===== src/rtl/mahm_pkg.sv =====
// Purpose: Shared constants for the station address, hash filter and PHY management registers.
// Assumes: Register indices are word indices; the byte address is four times the index.
// Notes: Single clock mclk at 25 MHz.
package mahm_pkg;
  localparam int ADDR_W = 8;
  localparam int IDX_W = 6;
  localparam logic [1:0] WORD_ALIGN = 2'h0;
  localparam logic [IDX_W-1:0] IDX_ADDR_HIGH = 6'h02;
  localparam logic [IDX_W-1:0] IDX_ADDR_LOW = 6'h03;
  localparam logic [IDX_W-1:0] IDX_HASH_UPPER = 6'h04;
  localparam logic [IDX_W-1:0] IDX_HASH_LOWER = 6'h05;
  localparam logic [IDX_W-1:0] IDX_MGMT_ACCESS = 6'h06;
  localparam logic [IDX_W-1:0] IDX_MGMT_DATA = 6'h07;
  localparam logic [IDX_W-1:0] IDX_FILTER_CTRL = 6'h10;

  localparam logic [31:0] ADDR_LOW_RST = 32'h0fffffff;
  localparam logic [15:0] ADDR_HIGH_RST = 16'hffff;
  localparam logic [31:0] HASH_RST = 32'h00000000;
  localparam logic [15:0] MGMT_DATA_RST = 16'h0000;
  localparam logic [31:0] ZERO_WORD = 32'h00000000;

  localparam int ADDR_HIGH_W = 16;
  localparam int STATION_W = 48;
  localparam int STATION_BYTES = 6;
  localparam logic [7:0] CFG_BYTE_FIRST = 8'h01;

  localparam int ACC_PHY_LSB = 11;
  localparam int ACC_REG_LSB = 6;
  localparam int ACC_WRITE_BIT = 1;
  localparam int ACC_BUSY_BIT = 0;
  localparam int FIELD5_W = 5;
  localparam int DATA_W = 16;
  localparam logic [4:0] INTERNAL_PHY_ADDR = 5'h01;
  localparam int PASS_ALL_BIT = 0;
  localparam int HASH_IDX_W = 6;

  localparam logic [6:0] FRAME_BITS = 7'h40;
  localparam logic [6:0] DRIVE_READ_BITS = 7'h2e;
  localparam logic [6:0] DATA_FIRST_BIT = 7'h30;
  localparam logic [31:0] PREAMBLE = 32'hffffffff;
  localparam logic [1:0] FRAME_START = 2'h1;
  localparam logic [1:0] OP_WRITE = 2'h1;
  localparam logic [1:0] OP_READ = 2'h2;
  localparam logic [1:0] TA_WRITE = 2'h2;
  localparam logic [1:0] TA_READ = 2'h0;

  localparam int CLK_NS = 40;
  localparam int MDC_HALF_NS = 200;
  localparam int MDC_HALF_CYC = (MDC_HALF_NS + CLK_NS - 1) / CLK_NS;

  typedef enum logic {
    MAHM_IDLE = 1'b0,
    MAHM_RUN = 1'b1
  } mahm_state_t;
endpackage : mahm_pkg


===== src/rtl/mahm_mdio.sv =====
// Purpose: Runs one management frame to the PHY per start pulse.
// Assumes: start only arrives while idle.
// Notes: MDC low phase drives, high phase samples; read data taken on rising MDC.
module mahm_mdio #(
  parameter int HALF_CYC = mahm_pkg::MDC_HALF_CYC
) (
  input wire logic mclk,
  input wire logic rst,
  input wire logic start,
  input wire logic writeSel,
  input wire logic [4:0] phyAddr,
  input wire logic [4:0] regIdx,
  input wire logic [15:0] wrData,
  output logic done,
  output logic [15:0] rdData,
  output logic mdc,
  input wire logic mdioIn,
  output logic mdioOut,
  output logic mdioOe
);
  localparam int FRAME_MAX = 700;
  localparam logic [7:0] HALF_LAST = 8'(HALF_CYC - 1);

  mahm_pkg::mahm_state_t state_reg, state_next;
  logic [7:0] div_reg, div_next;
  logic [6:0] bit_reg, bit_next;
  logic [63:0] shift_reg, shift_next;
  logic [15:0] rd_reg, rd_next;
  logic wr_reg, wr_next;
  logic mdc_reg, mdc_next;
  logic out_reg, out_next;
  logic oe_reg, oe_next;
  logic done_reg, done_next;
  logic syncA_reg, syncB_reg;
  logic tick;

  always_comb begin
    state_next = state_reg;
    div_next = div_reg;
    bit_next = bit_reg;
    shift_next = shift_reg;
    rd_next = rd_reg;
    wr_next = wr_reg;
    mdc_next = mdc_reg;
    out_next = out_reg;
    oe_next = oe_reg;
    done_next = 1'b0;
    tick = (div_reg == HALF_LAST);
    unique case (state_reg)
      mahm_pkg::MAHM_IDLE: begin
        if (start) begin
          shift_next = {mahm_pkg::PREAMBLE, mahm_pkg::FRAME_START,
                        writeSel ? mahm_pkg::OP_WRITE : mahm_pkg::OP_READ,
                        phyAddr, regIdx,
                        writeSel ? mahm_pkg::TA_WRITE : mahm_pkg::TA_READ,
                        writeSel ? wrData : 16'h0000};
          wr_next = writeSel;
          bit_next = 7'h00;
          div_next = 8'h00;
          mdc_next = 1'b0;
          out_next = 1'b1;
          oe_next = 1'b1;
          state_next = mahm_pkg::MAHM_RUN;
        end
      end
      mahm_pkg::MAHM_RUN: begin
        div_next = tick ? 8'h00 : 8'(div_reg + 8'h01);
        if (tick) begin
          mdc_next = ~mdc_reg;
          if (!mdc_reg) begin
            if (!wr_reg && bit_reg >= mahm_pkg::DATA_FIRST_BIT) begin
              rd_next = {rd_reg[14:0], syncB_reg};
            end
          end else if (bit_reg == mahm_pkg::FRAME_BITS - 7'h01) begin
            state_next = mahm_pkg::MAHM_IDLE;
            oe_next = 1'b0;
            out_next = 1'b0;
            done_next = 1'b1;
          end else begin
            bit_next = 7'(bit_reg + 7'h01);
            shift_next = {shift_reg[62:0], 1'b0};
            out_next = shift_reg[62];
            oe_next = wr_reg || (7'(bit_reg + 7'h01) < mahm_pkg::DRIVE_READ_BITS);
          end
        end
      end
    endcase
  end

  always_ff @(posedge mclk) begin
    if (rst) begin
      state_reg <= mahm_pkg::MAHM_IDLE;
      div_reg <= 8'h00;
      bit_reg <= 7'h00;
      shift_reg <= 64'h0;
      rd_reg <= 16'h0000;
      wr_reg <= 1'b0;
      mdc_reg <= 1'b0;
      out_reg <= 1'b0;
      oe_reg <= 1'b0;
      done_reg <= 1'b0;
      syncA_reg <= 1'b0;
      syncB_reg <= 1'b0;
    end else begin
      state_reg <= state_next;
      div_reg <= div_next;
      bit_reg <= bit_next;
      shift_reg <= shift_next;
      rd_reg <= rd_next;
      wr_reg <= wr_next;
      mdc_reg <= mdc_next;
      out_reg <= out_next;
      oe_reg <= oe_next;
      done_reg <= done_next;
      syncA_reg <= mdioIn;
      syncB_reg <= syncA_reg;
    end
  end

  assign done = done_reg;
  assign rdData = rd_reg;
  assign mdc = mdc_reg;
  assign mdioOut = out_reg;
  assign mdioOe = oe_reg;
endmodule : mahm_mdio


===== src/rtl/mahm_regs.sv =====
// Purpose: Station address, multicast hash filter and PHY management register bank.
// Assumes: Config-memory bytes and hash lookups come from logic on mclk.
// Notes: Register byte address is four times the word index; unaligned or unmapped reads give 0.
module mahm_regs (
  input wire logic mclk,
  input wire logic rst,
  input wire logic [7:0] regAddr,
  input wire logic [31:0] regWrData,
  input wire logic regWr,
  input wire logic regRd,
  output logic [31:0] regRdData,
  input wire logic cfgByteValid,
  input wire logic [7:0] cfgByteAddr,
  input wire logic [7:0] cfgByteData,
  input wire logic cfgLoadDone,
  input wire logic hashLookup,
  input wire logic [5:0] hashIndex,
  output logic hashAccept,
  output logic hashAcceptValid,
  output logic [47:0] stationAddr,
  output logic passAllMulticast,
  output logic mdc,
  input wire logic mdioIn,
  output logic mdioOut,
  output logic mdioOe
);
  logic [31:0] addrLow_reg, addrLow_next;
  logic [15:0] addrHigh_reg, addrHigh_next;
  logic [31:0] hashUpper_reg, hashUpper_next;
  logic [31:0] hashLower_reg, hashLower_next;
  logic [4:0] phyAddr_reg, phyAddr_next;
  logic [4:0] regIdx_reg, regIdx_next;
  logic writeSel_reg, writeSel_next;
  logic busy_reg, busy_next;
  logic [15:0] data_reg, data_next;
  logic passAll_reg, passAll_next;
  logic initDone_reg, initDone_next;
  logic [31:0] rdData_reg, rdData_next;
  logic accept_reg, accept_next;
  logic acceptValid_reg, acceptValid_next;
  logic start_reg, start_next;
  logic [47:0] station;
  logic aligned;
  logic [5:0] idx;
  logic mdioDone;
  logic [15:0] mdioRdData;
  logic hashBit;

  localparam int HASH_TOP = mahm_pkg::HASH_IDX_W - 1;

  assign aligned = (regAddr[1:0] == mahm_pkg::WORD_ALIGN);
  assign idx = regAddr[7:2];

  // Register write and config load path
  always_comb begin
    station = {addrHigh_reg, addrLow_reg};
    hashUpper_next = hashUpper_reg;
    hashLower_next = hashLower_reg;
    phyAddr_next = phyAddr_reg;
    regIdx_next = regIdx_reg;
    writeSel_next = writeSel_reg;
    busy_next = busy_reg;
    data_next = data_reg;
    passAll_next = passAll_reg;
    start_next = 1'b0;
    initDone_next = initDone_reg | cfgLoadDone;
    for (int i = 0; i < mahm_pkg::STATION_BYTES; i++) begin
      if (cfgByteValid && !initDone_reg
          && cfgByteAddr == 8'(int'(mahm_pkg::CFG_BYTE_FIRST) + i)) begin
        station[i*8 +: 8] = cfgByteData;
      end
    end
    if (regWr && aligned) begin
      unique case (idx)
        mahm_pkg::IDX_ADDR_LOW: begin
          if (initDone_reg) begin
            station[31:0] = regWrData;
          end
        end
        mahm_pkg::IDX_ADDR_HIGH: begin
          if (initDone_reg) begin
            station[47:32] = regWrData[mahm_pkg::ADDR_HIGH_W-1:0];
          end
        end
        mahm_pkg::IDX_HASH_UPPER: begin
          hashUpper_next = regWrData;
        end
        mahm_pkg::IDX_HASH_LOWER: begin
          hashLower_next = regWrData;
        end
        mahm_pkg::IDX_MGMT_ACCESS: begin
          if (!busy_reg) begin
            phyAddr_next = regWrData[mahm_pkg::ACC_PHY_LSB +: mahm_pkg::FIELD5_W];
            regIdx_next = regWrData[mahm_pkg::ACC_REG_LSB +: mahm_pkg::FIELD5_W];
            writeSel_next = regWrData[mahm_pkg::ACC_WRITE_BIT];
            if (regWrData[mahm_pkg::ACC_BUSY_BIT]) begin
              busy_next = 1'b1;
              start_next = 1'b1;
            end
          end
        end
        mahm_pkg::IDX_MGMT_DATA: begin
          if (!busy_reg) begin
            data_next = regWrData[mahm_pkg::DATA_W-1:0];
          end
        end
        mahm_pkg::IDX_FILTER_CTRL: begin
          passAll_next = regWrData[mahm_pkg::PASS_ALL_BIT];
        end
        default: begin
        end
      endcase
    end
    // completion clears busy, read result lands
    if (mdioDone) begin
      busy_next = 1'b0;
      if (!writeSel_reg) begin
        data_next = mdioRdData;
      end
    end
    addrLow_next = station[31:0];
    addrHigh_next = station[47:32];
  end

  // Read data path, valid only in the cycle after the strobe
  always_comb begin
    rdData_next = mahm_pkg::ZERO_WORD;
    if (regRd && aligned) begin
      unique case (idx)
        mahm_pkg::IDX_ADDR_LOW: begin
          rdData_next = addrLow_reg;
        end
        mahm_pkg::IDX_ADDR_HIGH: begin
          rdData_next = {16'h0000, addrHigh_reg};
        end
        mahm_pkg::IDX_HASH_UPPER: begin
          rdData_next = hashUpper_reg;
        end
        mahm_pkg::IDX_HASH_LOWER: begin
          rdData_next = hashLower_reg;
        end
        mahm_pkg::IDX_MGMT_ACCESS: begin
          rdData_next = {16'h0000, phyAddr_reg, regIdx_reg, 4'h0, writeSel_reg, busy_reg};
        end
        mahm_pkg::IDX_MGMT_DATA: begin
          rdData_next = {16'h0000, data_reg};
        end
        mahm_pkg::IDX_FILTER_CTRL: begin
          rdData_next = {31'h00000000, passAll_reg};
        end
        default: begin
        end
      endcase
    end
  end

  // Hash lookup
  always_comb begin
    // index selects table half and bit
    hashBit = hashIndex[HASH_TOP] ? hashUpper_reg[hashIndex[4:0]] : hashLower_reg[hashIndex[4:0]];
    accept_next = accept_reg;
    acceptValid_next = hashLookup;
    if (hashLookup) begin
      accept_next = passAll_reg | hashBit;
    end
  end

  always_ff @(posedge mclk) begin
    if (rst) begin
      addrLow_reg <= mahm_pkg::ADDR_LOW_RST;
      addrHigh_reg <= mahm_pkg::ADDR_HIGH_RST;
      hashUpper_reg <= mahm_pkg::HASH_RST;
      hashLower_reg <= mahm_pkg::HASH_RST;
      phyAddr_reg <= 5'h00;
      regIdx_reg <= 5'h00;
      writeSel_reg <= 1'b0;
      busy_reg <= 1'b0;
      data_reg <= mahm_pkg::MGMT_DATA_RST;
      passAll_reg <= 1'b0;
      initDone_reg <= 1'b0;
      rdData_reg <= mahm_pkg::ZERO_WORD;
      accept_reg <= 1'b0;
      acceptValid_reg <= 1'b0;
      start_reg <= 1'b0;
    end else begin
      addrLow_reg <= addrLow_next;
      addrHigh_reg <= addrHigh_next;
      hashUpper_reg <= hashUpper_next;
      hashLower_reg <= hashLower_next;
      phyAddr_reg <= phyAddr_next;
      regIdx_reg <= regIdx_next;
      writeSel_reg <= writeSel_next;
      busy_reg <= busy_next;
      data_reg <= data_next;
      passAll_reg <= passAll_next;
      initDone_reg <= initDone_next;
      rdData_reg <= rdData_next;
      accept_reg <= accept_next;
      acceptValid_reg <= acceptValid_next;
      start_reg <= start_next;
    end
  end

  mahm_mdio u_mdio (
    .mclk(mclk),
    .rst(rst),
    .start(start_reg),
    .writeSel(writeSel_reg),
    .phyAddr(phyAddr_reg),
    .regIdx(regIdx_reg),
    .wrData(data_reg),
    .done(mdioDone),
    .rdData(mdioRdData),
    .mdc(mdc),
    .mdioIn(mdioIn),
    .mdioOut(mdioOut),
    .mdioOe(mdioOe)
  );

  assign regRdData = rdData_reg;
  assign hashAccept = accept_reg;
  assign hashAcceptValid = acceptValid_reg;
  assign stationAddr = {addrHigh_reg, addrLow_reg};
  assign passAllMulticast = passAll_reg;
endmodule : mahm_regs


===== config.mk =====
export PLATFORM = sky130hd
export DESIGN_NAME = mahm_regs
export DESIGN_NICKNAME = d
export VERILOG_FILES = /design/src/rtl/mahm_pkg.sv /design/src/rtl/mahm_mdio.sv /design/src/rtl/mahm_regs.sv
export SDC_FILE = /design/constraint.sdc
export NUM_CORES = 1
export LEC_CHECK = 0
export BUFFER_PORTS_ARGS = -buffer_cell sky130_fd_sc_hd__buf_2
export CAP_MARGIN = 20
export CELL_PAD_IN_SITES_DETAIL_PLACEMENT = 0
export CELL_PAD_IN_SITES_GLOBAL_PLACEMENT = 1
export CORE_MARGIN = 1
export CORE_UTILIZATION = 44
export CTS_CLUSTER_SIZE = 12
export DETAILED_ROUTE_END_ITERATION = 8
export GPL_TIMING_DRIVEN = 0
export PLACE_DENSITY = 0.75
export SLEW_MARGIN = 20
export SYNTH_ARGS = -nofsm -noshare
export SYNTH_HDL_FRONTEND = slang
export SYNTH_HIERARCHICAL = 1
export SYNTH_SLANG_ARGS = --single-unit
export TNS_END_PERCENT = 30

===== constraint.sdc =====
create_clock -name mclk -period 2.6 [get_ports mclk]
set_clock_uncertainty 0.05 [all_clocks]
set_input_delay 0.52 -clock mclk [delete_from_list [all_inputs] [get_ports mclk]]
set_output_delay 0.52 -clock mclk [all_outputs]
set_load 0.05 [all_outputs]

Yosys cells after proc, flatten, opt, wreduce, memory -nomap -nowiden
Index checks and enable logic that the tools add are counted.
{"block": "op_classes", "addsub": 2, "n_lt_le_gt_ge": 3, "n_eq_ne": 19, "mux": 58, "bitwise": 9, "reduce_logical": 28}
{"cell": "two-way mux 63 bit", "count": 4}
{"cell": "one-hot mux 32 bit (7 select lines)", "count": 1}
{"cell": "two-way mux 16 bit", "count": 8}
{"cell": "one-hot mux 63 bit (2 select lines)", "count": 1}
{"cell": "two-way mux 32 bit", "count": 2}
{"cell": "two-way mux 8 bit", "count": 8}
{"cell": "two-way mux 48 bit", "count": 1}
{"cell": "== test 8 x 3 -> 1 bit (second input constant)", "count": 4}
{"cell": "two-way mux 7 bit", "count": 4}
{"cell": "== test 6 x 3 -> 1 bit (second input constant)", "count": 4}
{"cell": "two-way mux 1 bit", "count": 19}
{"cell": "== test 8 x 2 -> 1 bit (second input constant)", "count": 2}
{"cell": "one-hot mux 8 bit (2 select lines)", "count": 1}
{"cell": "one-hot mux 7 bit (2 select lines)", "count": 1}
{"cell": "== test 6 x 2 -> 1 bit (second input constant)", "count": 2}
{"cell": "AND reduction 2 bit", "count": 6}
{"cell": "binary-select mux 1 bit (select 5 bit)", "count": 2}
{"cell": "logical AND 1 bit", "count": 10}
{"cell": "adder 8 x 1 -> 8 bit (second input constant)", "count": 1}
{"cell": "== test 8 x 1 -> 1 bit (second input constant)", "count": 1}
{"cell": "!= test 2 bit (second input constant)", "count": 4}
{"cell": "one-hot mux 1 bit (2 select lines)", "count": 4}
{"cell": "AND reduction 4 bit", "count": 2}
{"cell": "OR reduction 4 bit", "count": 2}
{"cell": "other kinds (14)", "count": 25}
{"block": "word_totals", "reg_bits": 279, "input_bits": 70, "out_inout_bits": 86}

Longest topological paths before layout
Gate-level depths: netlist of run 1.
{"block": "depth", "depth_word": 7, "depth_mapped": 10, "mapped_depth_nobuf": 7}

Modules after synthesis
Netlist of run 1, hierarchy kept.
{"module": "mahm_regs", "n_inst": 1, "cells_per_inst": 884, "area_per_inst_um2": 7962.6}
{"module": "mahm_mdio", "n_inst": 1, "cells_per_inst": 462, "area_per_inst_um2": 4192.8}

Least setup slack after synthesis of run 1
OpenSTA, ideal clock, no wires.
{"block": "synth_timing", "path_kind": "input -> register", "startpoint": "input cfgByteAddr[5]", "endpoint": "register addrLow_reg[26]", "setup_ns": 0.123, "arrival_ns": 2.229, "slack_ns": 0.198, "cell_stages": 5, "path_buffers": 0, "path_cell_list": "or4_4 nor4_4 mux2i_1 a21oi_1 or2_2"}
{"block": "synth_between", "elab_chain_cells": 6}
{"element": "start: declaration", "line": "mahm_regs.sv:13", "text": "input wire logic [7:0] cfgByteAddr,"}
{"element": "== test 8 x 3 -> 1 bit *", "line": "mahm_regs.sv:69", "text": "&& cfgByteAddr == 8'(int'(mahm_pkg::CFG_BYTE_FIRST) + i)) begin"}
{"element": "logical AND 1 bit *", "line": "mahm_regs.sv:69"}
{"element": "two-way mux 8 bit *", "line": "mahm_regs.sv:68", "text": "if (cfgByteValid && !initDone_reg"}
{"element": "two-way mux 32 bit", "line": "mahm_regs.sv:76", "text": "if (initDone_reg) begin"}
{"element": "two-way mux 32 bit", "line": "mahm_regs.sv:74", "text": "unique case (idx)"}
{"element": "two-way mux 48 bit *", "line": "mahm_regs.sv:73", "text": "if (regWr && aligned) begin"}
{"element": "end signal: assignment", "line": "mahm_regs.sv:170", "text": "addrLow_reg <= mahm_pkg::ADDR_LOW_RST;"}
{"element": "end signal: assignment", "line": "mahm_regs.sv:186", "text": "addrLow_reg <= addrLow_next;"}
{"element": "end: declaration", "line": "mahm_regs.sv:27", "text": "logic [31:0] addrLow_reg, addrLow_next;"}
Every way passes the cells marked *; elsewhere a longest branch is shown, timed or not.
A chain may end at the register's enable or synchronous reset.

Worst setup path after layout of run 1
{"block": "layout_timing", "startpoint": "input regAddr[4]", "endpoint": "register rdData_reg[15] (netlist: regRdData[15])"}
{"block": "layout_between", "elab_chain_cells": 2, "elab_cells_between_ends": 8, "classes_between": "eq/ne: 7; mux: 1"}
{"element": "start: declaration", "line": "mahm_regs.sv:7", "text": "input wire logic [7:0] regAddr,"}
{"element": "== test 6 x 5 -> 1 bit (tied with other cells)", "line": "mahm_regs.sv:129", "text": "unique case (idx)"}
{"element": "one-hot mux 32 bit (7 select lines) *", "line": "mahm_regs.sv:129"}
{"element": "end signal: assignment", "line": "mahm_regs.sv:181", "text": "rdData_reg <= mahm_pkg::ZERO_WORD;"}
{"element": "end signal: assignment", "line": "mahm_regs.sv:197", "text": "rdData_reg <= rdData_next;"}
{"element": "end: declaration", "line": "mahm_regs.sv:38", "text": "logic [31:0] rdData_reg, rdData_next;"}
Marked as above.

==> flow_summary.ini, run 1 <==
[run_status]
status = completed

[routing]
dr_total_vias = 11200
drc = 0
dr.pass1.iters = 6
ant_nets = 0
via_per_inst = 5.93
drt-wirelength-per-cell_um = 22.8
drt_iter0_drc = 1449
wl_um = 43200

[sta]
min_period_ns = 2.53
worst_pin_slew_ns = 1.02
fin_crit_sh_pct = 97.4
clock.fmax_ghz = 0.395
setup_violations = 0
timing.final.max_slew_violations = 0
hold_viol = 0
slew_headroom_pct = 31.2
rsz0062_at_grt = true
setup_slack_ns = 0.0689
setup_tns_ns = 0

[hold_path]
worstHoldPathCells = 3
hp-class = in2reg

[finish]
drive_above_1_share_pct = 20.4
final_util_pct = 53.5
final_common_cell = dfxtp_1
final_cells = 1898
nFillCells = 2549
syn_to_final_growth_pct = 18.9
multi_input_area_um2 = 6060
nets = 1609
largest_register_ffs = 63
final_cell_mix = dfxtp_1 (278), nor2_1 (175), buf_2 (165), a21oi_1 (139), mux2i_1 (119)
seqCellArea_um2 = 5590

[global_routing]
antenna_found_initial = 2
track_usage_pct = 29.7
grt_pass1_vias = 10300
grt_remaining_overflow = 0
grt_pass1_wl_um = 63900
grt_max_degree = 15

[yosys]
syn_area_per_cell_um2 = 9.03
synth_top_flop_cell = dfxtp_1
async_flop_share_pct = 0
syn-cell-area_um2 = 12200
ys_types = 60
yosysWarnings = 6
ys_ff_latch = 279
synth_enable_flop_cells = 0
seq_area_frac_synth_pct = 45.9
synth_cells = 1346
synth_nets = 1420

[setup_path]
arrival_ns = 2.93
cp-end-kind = flop
cp_max_fo = 10
worst-path-buf-inv = 2
crit_path_start_kind = input pin
cp.required_ns = 3.00
crit_path_top_delay_cell = nor3_1
reg2reg_depth = 10
cp.depth = 7
crit_path_max_incr_delay_ns = 0.60
cp_top_family = simple AND/OR/NAND/NOR gates
worst-setup-path-type = in2reg
path_cells = buf_2, nor3_1, nand2_1, nor2_1, clkbuf_1, a222oi_1, a21oi_1

[floorplanning]
rows = 60
die_area_um2 = 28300
die_h_um = 168
io_pins = 156
die_x_um = 168
core_um2 = 27000
start_util_pct = 45.0

[clock_tree]
holdBufCountCts = 0
cts.path.max_buffers = 3
clockRootBuffer = clkbuf_16
clk_pin_slew_ns = 0.06
clkSinkCount = 279
insertion_delay_ns = 0.55
cts_buffers = 30
h-tree-depth = 1
cts_tree = done

[placed_design]
portBuffers = 149
gp_congestion = 0.875
place_ws_ns = -0.519
post-dp-hpwl_um = 31500
place_inst = 1836

[power_and_ir_drop]
p_per_area_nw_per_um2 = 606
irDropWorstVdd_mv = 0.432
cellLeakagePower_nw = 5.31

[run]
timing.max_cap.violations = 0
-- worst paths after layout --
check | slack, ns | endpoint | start
setup / recovery | 0.07 | regRdData[15]$_SDFF_PP0_ | regAddr[4]
hold / removal | 0.16 | initDone_reg$_SDFF_PP0_ | cfgLoadDone
setup reg to reg | 0.09 | u_mdio/shift_reg[16]$_SDFFE_PP0P_ | u_mdio/div_reg[0]$_SDFFE_PP0P_
hold reg to reg | 0.41 | u_mdio/shift_reg[16]$_SDFFE_PP0P_ | u_mdio/shift_reg[16]$_SDFFE_PP0P_
-- Yosys cell counts, types with 5 or more instances --
| cell | number | area [um^2] |
|---|---|---|
| mux2i_1 | 119 | 1190 |
| nand2b_1 | 5 | 31.3 |
| dfxtp_1 | 279 | 5590 |
| nor2b_1 | 6 | 37.5 |
| nand3b_1 | 9 | 67.6 |
| nand2_1 | 115 | 432 |
| nor3_1 | 43 | 215 |
| nand4_1 | 5 | 31.3 |
| and3_1 | 7 | 43.8 |
| a221oi_1 | 16 | 140 |
| nor2_1 | 175 | 657 |
| or2_2 | 37 | 231 |
| nand3_1 | 46 | 230 |
| clkbuf_1 | 82 | 308 |
| mux4_2 | 16 | 360 |
| buf_4 | 7 | 52.6 |
| a222oi_1 | 38 | 380 |
| a21oi_1 | 139 | 696 |
| buf_2 | 18 | 90.1 |
| a211oi_1 | 50 | 375 |
| a311oi_1 | 23 | 201 |
| o21ai_0 | 11 | 55.1 |
| a22oi_1 | 6 | 45.0 |
| or2_1 | 9 | 56.3 |
| inv_1 | 21 | 78.8 |
-- repair_timing --
| item | 4_1_cts | 5_1_grt |
|---|---|---|
| setup buffers | 2 | 6 |
| cloned | 0 | 1 |
| setup endpoints to repair | 44 | 106 |
| pin swaps | 3 | 5 |
| resized for setup | 5 | 33 |
-- tightest hold or removal path: cells and delay by family --
kind | cells | cell delay (ns)
simple gates | 2 | 0.11
buf+inv | 1 | 0.09
-- routing by layer --
| metal | global-route usage (%) | share of wire [%] | vias up |
|---|---|---|---|
| met1 | 43.6 | 45 | 5458 |
| li1 | - | - | 5252 |
| met3 | 4.18 | 7.9 | 68 |
| met5 | 0 | 0 | - |
| met4 | 7.71 | 2.2 | 0 |
| met2 | 45.3 | 44 | 470 |
-- metrics by stage --
stage / hold WS [ns] / power (mW) / instance area [um^2]
2_1_floorplan: 0.352 / 4.53 / 12200
3_3_place_gp: 0.390 / 4.74 / 13300
4_1_cts: 0.145 / 8.80 / 14300
6_report: 0.160 / 8.76 / 14500
3_5_place_dp: 0.403 / 4.74 / 13300
5_1_grt: 0.146 / 9.01 / 14400
-- final cells by class --
type | count | share of cell area [%]
Timing Repair Buffer | 158 | 5.63
Multi-Input combinational cell | 931 | 41.9
Tap cell | 341 | 2.95
Inverter | 22 | 0.571
Sequential cell | 279 | 38.7
Antenna cell | 2 | 0.0346
Clock buffer | 44 | 6.26
Buffer | 113 | 3.71
Clock inverter | 8 | 0.277
-- kinds of logic after synthesis --
kind of cell / synth area share [%]
buf+inv: 4.73
xor+xnor: 0.0721
mux: 12.9
fa+ha+maj: 0.412
compound gates: 16.9
flops: 45.9
simple gates: 19.0
-- where the power goes --
part	switching (mW)	total (mW)	internal [mW]
Clock	1.71	4.10	2.38
Sequential	0.00744	4.29	4.28
Combinational	0.277	0.371	0.0939
Total	2.00	8.76	6.76
Note: power is estimated with default switching activity, not from simulation.
==> run 2, diff against run 1 <==
--- a/config.mk
+++ b/config.mk
@@ -5,12 +5,13 @@
 export SDC_FILE = /design/constraint.sdc
 export NUM_CORES = 1
 export LEC_CHECK = 0
+export ABC_AREA = 1
 export BUFFER_PORTS_ARGS = -buffer_cell sky130_fd_sc_hd__buf_2
 export CAP_MARGIN = 20
 export CELL_PAD_IN_SITES_DETAIL_PLACEMENT = 0
 export CELL_PAD_IN_SITES_GLOBAL_PLACEMENT = 1
 export CORE_MARGIN = 1
-export CORE_UTILIZATION = 44
+export CORE_UTILIZATION = 42
 export CTS_CLUSTER_SIZE = 12
 export DETAILED_ROUTE_END_ITERATION = 8
 export GPL_TIMING_DRIVEN = 0
==> constraint.sdc (replaced) <==
create_clock -name mclk -period 2.6 [get_ports mclk]
set_clock_uncertainty 0.05 [all_clocks]
set_input_delay 0.26 -clock mclk [delete_from_list [all_inputs] [get_ports mclk]]
set_output_delay 0.26 -clock mclk [all_outputs]
set_load 0.05 [all_outputs]
==> flow_summary.ini, run 2 <==
[floorplanning]
die_x_um = 173
rows = 62
core_um2 = 28700
die_h_um = 173
io_pins = 156
start_util_pct = 42.7
die_area_um2 = 29900

[power_and_ir_drop]
finalPower_mw = 9.17
irDropWorstVdd_mv = 0.474
p_per_area_nw_per_um2 = 617
cellLeakagePower_nw = 6.49

[global_routing]
antenna_found_initial = 0
grt_remaining_overflow = 0
grt_pass1_wl_um = 71200
grt_max_degree = 16
grt_pass1_vias = 12000
track_usage_pct = 31.0

[sta]
slew_headroom_pct = 33.4
worst_pin_slew_ns = 0.998
rsz0062_at_grt = false
setup_violations = 0
fin_crit_sh_pct = 85.7
min_period_ns = 2.23
timing.final.max_slew_violations = 0
hold_viol = 0
clock.fmax_ghz = 0.449

[clock_tree]
cts_tree = done
cts.path.max_buffers = 3
cts_buffers = 31
ctsResizeCount = 0
insertion_delay_ns = 0.58
post-cts-setup-buffers = 0
clkSinkCount = 279
clk_pin_slew_ns = 0.06
h-tree-depth = 1
clockRootBuffer = clkbuf_16

[finish]
n_antenna_cell = 0
drive_above_1_share_pct = 14.5
final_common_cell = dfxtp_1
nFillCells = 2969
final_cell_mix = dfxtp_1 (279), nand2_1 (258), a21oi_1 (234), o21ai_0 (207), buf_2 (186)
nets = 1970
final_cells = 2305
largest_register_ffs = 63
syn_to_final_growth_pct = 21.2

[setup_path]
crit_path_start_kind = input pin
worst-setup-path-type = in2reg
arrival_ns = 2.65
cp-end-kind = flop
cp.required_ns = 3.02
cp_max_fo = 10

[yosys]
synth_commonest_cells = dfxtp_1 (279), nand2_1 (258), a21oi_1 (234)
synth_cells = 1675
async_flop_share_pct = 0
yosysWarnings = 6
yosysTopAreaCellShare_pct = 45.5
synthTopCellsByArea = dfxtp_1 (46%), a21oi_1 (9.5%), o21ai_0 (8.4%)
ys_types = 39
synth_top_cell_by_area = dfxtp_1
yosysMostFrequentCell = dfxtp_1
seq_area_frac_synth_pct = 45.5
synth_top_flop_cell = dfxtp_1
synth_enable_flop_cells = 0
ys_ff_latch = 279
synth_nets = 1749
syn_area_per_cell_um2 = 7.32
syn-cell-area_um2 = 12300

[run_status]
status = completed

[routing]
wl_um = 47100
ant_nets = 0
dr.pass1.iters = 5
drt-wirelength-per-cell_um = 20.5
drc = 0
dr_total_vias = 12600
via_per_inst = 5.45
drt_iter0_drc = 1089

[placed_design]
portBuffers = 152
place_inst = 2211
gp_congestion = 0.948
post-dp-hpwl_um = 35000

[run]
timing.max_cap.violations = 0

[hold_path]
hp-class = in2reg
[run 2: cell types whose count changed in the layout (fill, tap and decap cells not counted), sizes merged, moves of 36 or more]
cell,previous run,this run
o21ai,14,255
nand2,115,266
inv,22,165
mux2i,119,3
a21oi,139,234
a211oi,51,2
or2,46,0
a222oi,38,0
dlygate4sd3,0,36
[run 2: through the flow]
step	cell area, um^2	hold WS (ns)	utilization (%)	worst slack [ns]	TNS [ns]
CTS	14900	0.00563	51.8	0.481	0
floorplan	12300	0.288	-	0.989	0
finish	14900	0.0380	51.8	0.371	0
detailed placement	13500	0.353	47.1	-0.225	-2.27
global route	14900	0.0362	51.8	0.255	0
global placement	13500	0.346	47.1	-0.176	-1.81
[run 2: cells by family after synthesis]
group	count (synthesis)	synth area share, %
multiplexers	7	0.673
AO/OA/AOI/OAI	590	26.2
AND/OR/NAND/NOR	520	17.9
buffers and inverters	275	9.25
adder cells (fa/ha/maj)	4	0.408
flip-flops	279	45.5
[run 2: critical path, stage by stage]
cell,delay (ns)
buf_2,0.14
clkbuf_1,0.76
inv_1,0.13
nand3_1,0.44
inv_1,0.31
clkbuf_1,0.39
nand2_1,0.17
inv_1,0.05
[run 2: power by group]
group	internal [mW]	leakage, nW	total [mW]	switching [mW]
registers	4.28	2.25	4.29	0.00752
logic	0.153	3.74	0.501	0.348
clock network	2.53	0.500	4.38	1.85
total	6.97	6.49	9.17	2.20
[run 2: final cells by class]
type | instances | area, um^2 | share of cell area, %
Inverter | 166 | 623 | 4.19
Multi-Input combinational cell | 1121 | 5540 | 37.3
Timing Repair Buffer | 188 | 1120 | 7.54
Clock buffer | 45 | 878 | 5.91
Clock inverter | 13 | 119 | 0.800
Buffer | 109 | 512 | 3.44
Sequential cell | 279 | 5590 | 37.6
Tap cell | 384 | 480 | 3.23
[run 2: path summary, 6_finish.rpt]
kind | from | to | slack, ns | cells after the start
hold / removal | hashIndex[4] | hashAccept$_SDFFE_PP0P_ | 0.04 | 6
setup reg to reg | u_mdio/div_reg[0]$_SDFFE_PP0P_ | u_mdio/rdData[15]$_SDFFE_PP0P_ | 0.46 | 8
setup / recovery | rst | regRdData[28]$_SDFF_PP0_ | 0.37 | 8
hold reg to reg | u_mdio/syncA_reg$_SDFF_PP0_ | u_mdio/syncB_reg$_SDFF_PP0_ | 0.36 | 2
[run 2: per-layer routing]
layer,share of wire [%],GRT usage (%)
met1,42,39.4
met2,46,51.3
met3,6.9,5.04
met4,4.9,14.5
met5,0,0
[run 2: timing repair]
item	in CTS	in global routing
hold endpoints to repair	78	0
setup endpoints to repair	0	0
hold buffers	36	0
